`src/logic/sctc_pkg.sv`:
```
// Constants, register map and types for the standby, clock and temperature
// control block. Assumes one 50 MHz clock shared by both ends.
package sctc_pkg;

    // Register offsets on the control bus.
    localparam logic [15:0] SCTC_ADDR_RUN_STATE  = 16'h0100;
    localparam logic [15:0] SCTC_ADDR_FAST_STBY  = 16'h0106;
    localparam logic [15:0] SCTC_ADDR_CLK_FREQ_H = 16'h012A;
    localparam logic [15:0] SCTC_ADDR_CLK_FREQ_L = 16'h012B;
    localparam logic [15:0] SCTC_ADDR_TEMP       = 16'h0140;
    localparam logic [15:0] SCTC_ADDR_PIX_PREDIV = 16'h0304;
    localparam logic [15:0] SCTC_ADDR_OUT_PREDIV = 16'h0305;

    // Field values and positions.
    localparam logic [7:0] SCTC_RUN_STANDBY  = 8'h00;
    localparam logic [7:0] SCTC_RUN_STREAM   = 8'h01;
    localparam logic [7:0] SCTC_FAST_ENABLE  = 8'h01;
    localparam int         SCTC_TEMP_EN_BIT  = 7;
    localparam logic [7:0] SCTC_PREDIV_LOW   = 8'h01;
    localparam logic [7:0] SCTC_PREDIV_MID   = 8'h02;
    localparam logic [7:0] SCTC_PREDIV_HIGH  = 8'h03;

    // Input clock bands in MHz.
    localparam logic [15:0] SCTC_FREQ_MIN = 16'h0006;
    localparam logic [15:0] SCTC_FREQ_MID = 16'h000C;
    localparam logic [15:0] SCTC_FREQ_TOP = 16'h0018;
    localparam logic [15:0] SCTC_FREQ_MAX = 16'h001B;

    // Reset values.
    localparam logic [7:0]  SCTC_RST_RUN    = 8'h00;
    localparam logic [7:0]  SCTC_RST_FAST   = 8'h00;
    localparam logic [15:0] SCTC_RST_FREQ   = 16'h000C;
    localparam logic [7:0]  SCTC_RST_PREDIV = 8'h02;
    localparam logic [6:0]  SCTC_RST_TEMP   = 7'h00;

    // Temperature code mapping.
    localparam int SCTC_TEMP_LOW_C  = -10;
    localparam int SCTC_TEMP_HIGH_C = 95;
    localparam int SCTC_TEMP_SPAN   = 128;
    localparam logic [6:0] SCTC_TEMP_CODE_MAX = 7'h7F;

    // Timing.
    localparam int CLK_MHZ          = 50;
    localparam int CLR_MAX_US       = 10;
    localparam int CLR_MAX_CYC      = CLR_MAX_US * CLK_MHZ;
    localparam int WAKE_US          = 1200;
    localparam int WAKE_CYC         = WAKE_US * CLK_MHZ;
    localparam int TEMP_MEAS_CYC    = 32;
    localparam int LINE_CYC         = 64;
    localparam int ACTIVE_LINES     = 16;
    localparam int BLANK_LINES      = 4;

    typedef enum logic [1:0] {
        SCTC_ST_STANDBY = 2'b00,
        SCTC_ST_WAKE    = 2'b01,
        SCTC_ST_STREAM  = 2'b10
    } sctc_state_type;

    typedef enum logic [1:0] {
        SCTC_H_IDLE = 2'b00,
        SCTC_H_WAIT = 2'b01
    } sctc_host_state_type;

endpackage

```
`src/logic/sctc_if.sv`:
```
// Carrier between the host controller and the sensor control logic.
// Assumes both ends run on the same clock; the bench joins them.
interface sctc_if;
    logic        cci_req;
    logic        cci_we;
    logic [15:0] cci_addr;
    logic [7:0]  cci_wdata;
    logic        cci_ack;
    logic [7:0]  cci_rdata;
    logic        hardware_clear_pin;
    logic        dev_standby;

    modport device (
        input  cci_req,
        input  cci_we,
        input  cci_addr,
        input  cci_wdata,
        input  hardware_clear_pin,
        output cci_ack,
        output cci_rdata,
        output dev_standby
    );

    modport host (
        output cci_req,
        output cci_we,
        output cci_addr,
        output cci_wdata,
        output hardware_clear_pin,
        input  cci_ack,
        input  cci_rdata,
        input  dev_standby
    );
endinterface

```
`src/logic/sctc_device.sv`:
```
// Sensor-side control: registers, standby sequencing, pre-divider
// selection and temperature result. Assumes synchronous inputs on clk.
module sctc_device
    import sctc_pkg::*;
#(
    parameter int LINE_CYCLES  = LINE_CYC,
    parameter int ACT_LINES    = ACTIVE_LINES,
    parameter int BLK_LINES    = BLANK_LINES,
    parameter int WAKE_CYCLES  = WAKE_CYC,
    parameter int TEMP_CYCLES  = TEMP_MEAS_CYC
)
(
    input  wire logic        clk,
    input  wire logic        rst_n,
    sctc_if.device           bus,
    input  wire logic signed [7:0] temp_celsius,
    input  wire logic [15:0] pix_rate,
    input  wire logic [15:0] out_rate,
    input  wire logic        derate_on,
    output logic             streaming,
    output logic             frame_valid,
    output logic             line_valid,
    output logic             crossing_ok,
    output logic             temp_busy,
    output logic [7:0]       pix_prediv,
    output logic [7:0]       out_prediv
);

    localparam int FRAME_LINES = ACT_LINES + BLK_LINES;
    localparam int CW = $clog2(LINE_CYCLES + 1);
    localparam int RW = $clog2(FRAME_LINES + 1);
    localparam int WW = $clog2(WAKE_CYCLES + 1);
    localparam int TW = $clog2(TEMP_CYCLES + 1);

    sctc_state_type    state_q, state_d;
    logic [7:0]        run_q;
    logic [7:0]        fast_q;
    logic [15:0]       freq_q;
    logic [7:0]        pix_div_q, out_div_q;
    logic              temp_en_q;
    logic [6:0]        temp_val_q;
    logic [TW-1:0]     temp_cnt_q;
    logic              temp_run_q;
    logic              stop_q;
    logic [CW-1:0]     col_q;
    logic [RW-1:0]     row_q;
    logic [WW-1:0]     wake_q;
    logic              ack_q;
    logic [7:0]        rdata_q;

    // Clear pin low is a synchronous internal reset, taken at the next clk edge.
    wire int_rst = !rst_n || !bus.hardware_clear_pin;

    // Write decode.
    wire wr      = bus.cci_req && bus.cci_we;
    wire wr_run  = wr && (bus.cci_addr == SCTC_ADDR_RUN_STATE);
    wire wr_fast = wr && (bus.cci_addr == SCTC_ADDR_FAST_STBY);
    wire wr_fh   = wr && (bus.cci_addr == SCTC_ADDR_CLK_FREQ_H);
    wire wr_fl   = wr && (bus.cci_addr == SCTC_ADDR_CLK_FREQ_L);
    wire wr_temp = wr && (bus.cci_addr == SCTC_ADDR_TEMP);
    wire wr_pdiv = wr && (bus.cci_addr == SCTC_ADDR_PIX_PREDIV);
    wire wr_odiv = wr && (bus.cci_addr == SCTC_ADDR_OUT_PREDIV);
    wire start_req = wr_run && bus.cci_wdata[0];
    wire stop_req  = wr_run && !bus.cci_wdata[0];

    // New frequency value as it stands after this write.
    wire [15:0] freq_new = wr_fh ? {bus.cci_wdata, freq_q[7:0]}
                         : wr_fl ? {freq_q[15:8], bus.cci_wdata}
                         : freq_q;
    wire freq_wr = wr_fh || wr_fl;

    // Band lookup; boundary values fall into the upper band.
    wire in_low  = (freq_new >= SCTC_FREQ_MIN) && (freq_new < SCTC_FREQ_MID);
    wire in_mid  = (freq_new >= SCTC_FREQ_MID) && (freq_new < SCTC_FREQ_TOP);
    wire in_high = (freq_new >= SCTC_FREQ_TOP) && (freq_new <= SCTC_FREQ_MAX);
    wire [7:0] auto_div = in_low ? SCTC_PREDIV_LOW
                        : in_mid ? SCTC_PREDIV_MID
                        : SCTC_PREDIV_HIGH;
    wire auto_load = freq_wr && (in_low || in_mid || in_high);

    // Frame position.
    wire line_end  = (col_q == CW'(LINE_CYCLES - 1));
    wire in_active = (row_q < RW'(ACT_LINES));
    wire last_act  = (row_q == RW'(ACT_LINES - 1));
    wire frame_end = (row_q == RW'(FRAME_LINES - 1)) && line_end;
    wire fast_on   = (fast_q == SCTC_FAST_ENABLE);

    // Point where a pending stop may take effect.
    wire stop_now = stop_q && (!in_active
                  || (line_end && fast_on)
                  || (line_end && last_act));
    wire wake_done = (wake_q == WW'(WAKE_CYCLES - 1));

    // Temperature to code: linear with rounding, top code saturated.
    function automatic logic [6:0] temp_code(input logic signed [7:0] t);
        int c;
        c = int'(t);
        if (c < SCTC_TEMP_LOW_C)
            c = SCTC_TEMP_LOW_C;
        if (c > SCTC_TEMP_HIGH_C)
            c = SCTC_TEMP_HIGH_C;
        c = ((c - SCTC_TEMP_LOW_C) * SCTC_TEMP_SPAN
            + (SCTC_TEMP_HIGH_C - SCTC_TEMP_LOW_C) / 2)
            / (SCTC_TEMP_HIGH_C - SCTC_TEMP_LOW_C);
        if (c > int'(SCTC_TEMP_CODE_MAX))
            c = int'(SCTC_TEMP_CODE_MAX);
        return c[6:0];
    endfunction

    // Measurement starts on stream entry or on enabling while streaming.
    wire temp_start = temp_en_q && state_q == SCTC_ST_WAKE && wake_done
                    || wr_temp && bus.cci_wdata[SCTC_TEMP_EN_BIT]
                       && state_q == SCTC_ST_STREAM;
    wire temp_done  = temp_run_q && (temp_cnt_q == TW'(TEMP_CYCLES - 1));

    // Run state sequencing.
    always_comb
    begin
        state_d = state_q;
        unique case (state_q)
            SCTC_ST_STANDBY:
                if (start_req)
                    state_d = SCTC_ST_WAKE;
            SCTC_ST_WAKE:
                if (stop_req || stop_q)
                    state_d = SCTC_ST_STANDBY;
                else if (wake_done)
                    state_d = SCTC_ST_STREAM;
            SCTC_ST_STREAM:
                if (stop_now)
                    state_d = SCTC_ST_STANDBY;
            default:
                state_d = SCTC_ST_STANDBY;
        endcase
    end

    // State and stop request.
    always_ff @(posedge clk)
    begin
        if (int_rst)
        begin
            state_q <= SCTC_ST_STANDBY;
            stop_q  <= 1'b0;
        end
        else
        begin
            state_q <= state_d;
            stop_q  <= (stop_q || stop_req) && (state_d != SCTC_ST_STANDBY);
        end
    end

    // Wake-up counter and frame timing.
    always_ff @(posedge clk)
    begin
        if (int_rst || state_q == SCTC_ST_STANDBY)
        begin
            wake_q <= '0;
            col_q  <= '0;
            row_q  <= '0;
        end
        else if (state_q == SCTC_ST_WAKE)
            wake_q <= wake_q + WW'(1);
        else
        begin
            col_q <= line_end ? '0 : col_q + CW'(1);
            if (line_end)
                row_q <= frame_end ? '0 : row_q + RW'(1);
        end
    end

    // Software-written registers.
    always_ff @(posedge clk)
    begin
        if (int_rst)
        begin
            run_q     <= SCTC_RST_RUN;
            fast_q    <= SCTC_RST_FAST;
            freq_q    <= SCTC_RST_FREQ;
            pix_div_q <= SCTC_RST_PREDIV;
            out_div_q <= SCTC_RST_PREDIV;
            temp_en_q <= 1'b0;
        end
        else
        begin
            if (wr_run)
                run_q <= bus.cci_wdata;
            if (wr_fast)
                fast_q <= bus.cci_wdata;
            freq_q <= freq_new;
            if (auto_load)
            begin
                pix_div_q <= auto_div;
                out_div_q <= auto_div;
            end
            else
            begin
                if (wr_pdiv)
                    pix_div_q <= bus.cci_wdata;
                if (wr_odiv)
                    out_div_q <= bus.cci_wdata;
            end
            if (wr_temp)
                temp_en_q <= bus.cci_wdata[SCTC_TEMP_EN_BIT];
        end
    end

    // Temperature measurement; result is written by hardware only.
    always_ff @(posedge clk)
    begin
        if (int_rst)
        begin
            temp_run_q <= 1'b0;
            temp_cnt_q <= '0;
            temp_val_q <= SCTC_RST_TEMP;
        end
        else if (temp_start)
        begin
            temp_run_q <= 1'b1;
            temp_cnt_q <= '0;
        end
        else if (temp_done)
        begin
            temp_run_q <= 1'b0;
            temp_val_q <= temp_code(temp_celsius);
        end
        else if (temp_run_q)
            temp_cnt_q <= temp_cnt_q + TW'(1);
    end

    // Read data mux; unmapped addresses read zero.
    logic [7:0] rd_mux;
    always_comb
    begin
        unique case (bus.cci_addr)
            SCTC_ADDR_RUN_STATE:  rd_mux = run_q;
            SCTC_ADDR_FAST_STBY:  rd_mux = fast_q;
            SCTC_ADDR_CLK_FREQ_H: rd_mux = freq_q[15:8];
            SCTC_ADDR_CLK_FREQ_L: rd_mux = freq_q[7:0];
            SCTC_ADDR_TEMP:       rd_mux = {temp_en_q, temp_val_q};
            SCTC_ADDR_PIX_PREDIV: rd_mux = pix_div_q;
            SCTC_ADDR_OUT_PREDIV: rd_mux = out_div_q;
            default:              rd_mux = 8'h00;
        endcase
    end

    // Each request is answered one cycle later.
    always_ff @(posedge clk)
    begin
        if (int_rst)
        begin
            ack_q   <= 1'b0;
            rdata_q <= 8'h00;
        end
        else
        begin
            ack_q <= bus.cci_req;
            if (bus.cci_req && !bus.cci_we)
                rdata_q <= rd_mux;
        end
    end

    // Outputs.
    assign bus.cci_ack     = ack_q;
    assign bus.cci_rdata   = rdata_q;
    assign bus.dev_standby = (state_q == SCTC_ST_STANDBY);
    assign streaming       = (state_q == SCTC_ST_STREAM);
    assign frame_valid     = streaming && in_active;
    assign line_valid      = frame_valid;
    assign crossing_ok     = (pix_rate <= out_rate)
                           || derate_on;
    assign temp_busy       = temp_run_q;
    assign pix_prediv      = pix_div_q;
    assign out_prediv      = out_div_q;

endmodule // sctc_device

```
`src/flat_wrapper.sv`:
```
// flat-port wrapper written by rule: the top's interface ports become plain ports
module sctc_device_flat import sctc_pkg::*;
#(
    parameter int LINE_CYCLES  = LINE_CYC,
    parameter int ACT_LINES    = ACTIVE_LINES,
    parameter int BLK_LINES    = BLANK_LINES,
    parameter int WAKE_CYCLES  = WAKE_CYC,
    parameter int TEMP_CYCLES  = TEMP_MEAS_CYC
)
  (clk, rst_n, temp_celsius, pix_rate, out_rate, derate_on, streaming, frame_valid, line_valid, crossing_ok, temp_busy, pix_prediv, out_prediv, bus_cci_req, bus_cci_we, bus_cci_addr, bus_cci_wdata, bus_hardware_clear_pin, bus_cci_ack, bus_cci_rdata, bus_dev_standby);
  sctc_if bus_i ();
  input  wire logic clk;
  input  wire logic rst_n;
  input  wire logic signed [7:0] temp_celsius;
  input  wire logic [15:0] pix_rate;
  input  wire logic [15:0] out_rate;
  input  wire logic derate_on;
  output logic streaming;
  output logic frame_valid;
  output logic line_valid;
  output logic crossing_ok;
  output logic temp_busy;
  output logic [7:0] pix_prediv;
  output logic [7:0] out_prediv;
  input wire logic [$bits(bus_i.cci_req)-1:0] bus_cci_req;
  input wire logic [$bits(bus_i.cci_we)-1:0] bus_cci_we;
  input wire logic [$bits(bus_i.cci_addr)-1:0] bus_cci_addr;
  input wire logic [$bits(bus_i.cci_wdata)-1:0] bus_cci_wdata;
  input wire logic [$bits(bus_i.hardware_clear_pin)-1:0] bus_hardware_clear_pin;
  output wire logic [$bits(bus_i.cci_ack)-1:0] bus_cci_ack;
  output wire logic [$bits(bus_i.cci_rdata)-1:0] bus_cci_rdata;
  output wire logic [$bits(bus_i.dev_standby)-1:0] bus_dev_standby;
  assign bus_i.cci_req = bus_cci_req;
  assign bus_i.cci_we = bus_cci_we;
  assign bus_i.cci_addr = bus_cci_addr;
  assign bus_i.cci_wdata = bus_cci_wdata;
  assign bus_i.hardware_clear_pin = bus_hardware_clear_pin;
  assign bus_cci_ack = bus_i.cci_ack;
  assign bus_cci_rdata = bus_i.cci_rdata;
  assign bus_dev_standby = bus_i.dev_standby;
  sctc_device #(.LINE_CYCLES(LINE_CYCLES), .ACT_LINES(ACT_LINES), .BLK_LINES(BLK_LINES), .WAKE_CYCLES(WAKE_CYCLES), .TEMP_CYCLES(TEMP_CYCLES)) u_core (.clk(clk), .rst_n(rst_n), .bus(bus_i), .temp_celsius(temp_celsius), .pix_rate(pix_rate), .out_rate(out_rate), .derate_on(derate_on), .streaming(streaming), .frame_valid(frame_valid), .line_valid(line_valid), .crossing_ok(crossing_ok), .temp_busy(temp_busy), .pix_prediv(pix_prediv), .out_prediv(out_prediv));
endmodule
```
`config.mk`:
```
export PLATFORM = sky130hd
export DESIGN_NAME = sctc_device_flat
export DESIGN_NICKNAME = d
export VERILOG_FILES = /design/src/logic/sctc_pkg.sv /design/src/logic/sctc_if.sv /design/src/logic/sctc_device.sv /design/src/flat_wrapper.sv
export SDC_FILE = /design/constraint.sdc
export NUM_CORES = 1
export LEC_CHECK = 0
export BUFFER_PORTS_ARGS = -buffer_cell sky130_fd_sc_hd__clkbuf_2
export CAP_MARGIN = 20
export CELL_PAD_IN_SITES_DETAIL_PLACEMENT = 0
export CELL_PAD_IN_SITES_GLOBAL_PLACEMENT = 1
export CORE_MARGIN = 3
export CORE_UTILIZATION = 46
export DETAILED_ROUTE_END_ITERATION = 6
export GPL_TIMING_DRIVEN = 0
export PLACE_DENSITY_LB_ADDON = 0.1
export SLEW_MARGIN = 10
export SYNTH_ARGS = -nofsm -noshare
export SYNTH_HDL_FRONTEND = slang
export SYNTH_SLANG_ARGS = --single-unit
```
`constraint.sdc`:
```
create_clock -name clk -period 29 [get_ports clk]
set_input_delay 4.35 -clock clk [delete_from_list [all_inputs] [get_ports clk]]
set_output_delay 4.35 -clock clk [all_outputs]
set_load 0.005 [all_outputs]
```
==> out/qor.json <==
{
  "status": "complete, but fails checks",
  "failed_checks": "DRC",
  "worst_endpoint_required_time_ns": 29.22,
  "coreArea_um2": 27100,
  "placement.setup.worst_slack_ns": 0.750,
  "totalNegativeSetupSlack_ns": 0,
  "detailed_place_hpwl_um": 31200,
  "cts.sinks": 103,
  "drive_above_1_share_pct": 13.3,
  "ctsHtreeMaxLevel": 3,
  "finalCriticalPeriod_ns": 27.23,
  "finalCritPeriodShare_pct": 93.9,
  "number_of_buffers_on_the_longest_clock_path": 2,
  "tritoncts": "yes",
  "timing.hold.ws_ns": 0.460,
  "cp_max_fo": 13,
  "dr.first_iter.drc_count": 1274,
  "syn_area_um2": 12700,
  "rsz_0062_raised_after_global_routing": "false",
  "setup-violations-final": 0,
  "cp_slowest_cell": "o211ai_1",
  "dr.pass1.iters": 7,
  "synth-seq-area-share_pct": 16.2,
  "avgViaCountPerCell": 6.27,
  "net_count_reported_at_finish": 1974,
  "num_io_pins": 101,
  "gr-usage-all-layers_pct": 25.8,
  "worst_setup_path_start_kind": "primary input",
  "antenna_found_initial": 0,
  "clock_skew_after_layout_ns": 0.00930,
  "timing_worst_setup_path_type": "in -> reg",
  "drt_total_wl_um": 39900,
  "dieArea_um2": 29700,
  "postCtsSetupRepairBufs": 0,
  "hp-class": "reg -> reg",
  "die_width_um": 172,
  "mean_instance_size_in_the_synthesized_netlist_um2": 7.26,
  "rows": 60,
  "cts.reportedPaths.clkPinSlew_ns": 0.07,
  "max_slew_margin_pct": 31.1,
  "asyncSetResetFlopFracSynth_pct": 0,
  "synthesis.instances": 1756,
  "leading_post_synthesis_cells_by_cell_area": "dfxtp_1, nor2_1, nand2_1",
  "routedWlPerCell_um": 17.8,
  "grt_start_max_net_pins": 18,
  "timing.reg2reg.setup_slack_ns": 25.77,
  "cell_at_the_root_of_the_clock_tree": "clkbuf_16",
  "yosys.cell_types.count": 133,
  "crit_path_end_kind": "register",
  "grt_first_pass_wirelength_um": 64100,
  "clk-insertion-delay-late_ns": 0.35,
  "detail-route-antenna-nets": 0,
  "finalMaxSlewViolations": 0,
  "layout-area-overhead-vs-synth_pct": 10.3,
  "tightestPinTransition_ns": 1.03,
  "n_antenna_cell": 0,
  "synth.top_cell.area_share_pct": 16.2,
  "crit_path_frequent_cell": "ha_1",
  "dieHeight_um": 172,
  "synth_flop_cell": "dfxtp_1",
  "maxCapViolCount": 0,
  "initial_utilization_pct": 47.0,
  "drt_drc_violations_left": 1,
  "synth_fp_nets": 1862,
  "tritoncts.num_buffers": 9,
  "max_stage_delay_ns": 0.67,
  "first_global_vias": 12600,
  "overflow": 0,
  "ys_ff_latch": 103,
  "number_of_port_buffers": 96,
  "synth_edf_count": 0,
  "yosys.area.top_type": "dfxtp_1",
  "final.setup.worst_slack_ns": 1.77,
  "timing.fmax_mhz": 36.7,
  "yosysWarningCount": 0,
  "final_number_of_hold_violating_endpoints": 0,
  "timing.critical_path.arrival_ns": 27.45,
  "vias": 14100,
  "gpl.final_weighted_congestion": 0.922
}
## Yosys cell counts (16+ instances only)
cell        n
nor4_1     27
a211oi_1   29
nand3_1    95
nor2_1    200
nor3_1     69
o211ai_1   19
and3_1     28
nor2b_1    20
a21oi_1   120
dfxtp_1   103
clkbuf_1   51
o31ai_1    22
xor2_1     28
o21a_1     18
inv_1      37
nand2_1   166
xnor2_1    69
nand4_1    27
a22oi_1    16
a21o_1     25
or3_1      16
a222oi_1   18
buf_2      18
nand2b_1   18
mux2i_1    48
ha_1       36
o21ai_0    74
a31oi_1    16
## stage by stage
stage          instance area, µm²  cells  utilization [%]
2_1_floorplan               12700   1756                -
4_1_cts                     14000   2244             51.7
6_report                    14100   2245             51.9
5_1_grt                     14100   2245             51.9
3_5_place_dp                13700   2228             50.7
3_3_place_gp                13700   2224             50.5
## final cells by class
class	count	area [µm²]
Buffer	91	449
Tap cell	372	465
Fill cell	2702	13000
Inverter	41	156
Sequential cell	103	2060
Timing Repair Buffer	101	510
Multi-Input combinational cell	1521	10100
Clock buffer	11	243
Clock inverter	5	40.0
## metal layers
| metal | up-vias | routed length (µm) | part of all wire [%] | global-route usage (%) |
|---|---|---|---|---|
| met5 | - | 0 | 0 | 0 |
| met4 | 0 | 686 | 1.7 | 5.38 |
| met3 | 51 | 2530 | 6.4 | 4.14 |
| met2 | 441 | 17500 | 44 | 40.6 |
| met1 | 6630 | 19100 | 48 | 37.3 |
| li1 | 6943 | - | - | - |
## path summary, 6_finish.rpt
check | startpoint | depth (start not counted) | endpoint
max reg2reg | u_core.wake_q[7]$_SDFFE_PP0P_ | 11 | u_core.temp_val_q[6]$_SDFFE_PP0P_
min reg2reg | u_core.run_q[1]$_SDFFE_PP0P_ | 2 | u_core.run_q[1]$_SDFFE_PP0P_
min | u_core.run_q[1]$_SDFFE_PP0P_ | 2 | u_core.run_q[1]$_SDFFE_PP0P_
max | temp_celsius[4] | 90 | u_core.temp_val_q[6]$_SDFFE_PP0P_
## cell families after synthesis
kind of cell	Yosys count	synth area share, %
simple gates	752	29.4
compound gates	567	33.7
buf+inv	132	4.73
flops	103	16.2
xor+xnor	100	7.05
mux	61	5.04
fa+ha+maj	41	3.94
## repair_timing
| action | CTS | global route |
|---|---|---|
| hold buffers | 0 | 0 |
| setup endpoints to repair | 0 | 7 |
| gates resized for setup | 0 | 9 |
## placed cells by master (no fill, tap or decap), drive strengths merged, types with 36 or more instances in the layout
cell type / netlist / final
nor3: 71 / 71
nand2: 169 / 169
o21ai: 94 / 94
inv: 40 / 42
a21oi: 125 / 125
nor2: 201 / 201
dfxtp: 103 / 103
mux2i: 48 / 48
nand3: 95 / 95
ha: 36 / 36
xnor2: 72 / 72
clkbuf: 51 / 160
buf: 40 / 43
## registers in the layout (all words and copies together), names as in the netlist
signal / flops
u_core.temp_en_q: 1
u_core.bus.cci_rdata: 8
u_core.bus.cci_ack: 1
u_core.row_q: 5
u_core.fast_q: 8
u_core.wake_q: 16
u_core.stop_q: 1
u_core.run_q: 8
u_core.state_q: 2
u_core.temp_cnt_q: 6
u_core.pix_prediv: 8
u_core.temp_val_q: 7
u_core.temp_busy: 1
u_core.col_q: 7
u_core.freq_q: 16
u_core.out_prediv: 8
## critical path: cells and delay by family
family	cells	cell delay (ns)
fa+ha+maj	8	2.16
compound gates	31	9.10
simple gates	26	5.52
mux	6	2.06
xor+xnor	4	1.00
buf+inv	15	3.20
Power is left out: the tool's default activity adds up to more than one toggle a clock period on the data nets, which glitch-free logic cannot reach.
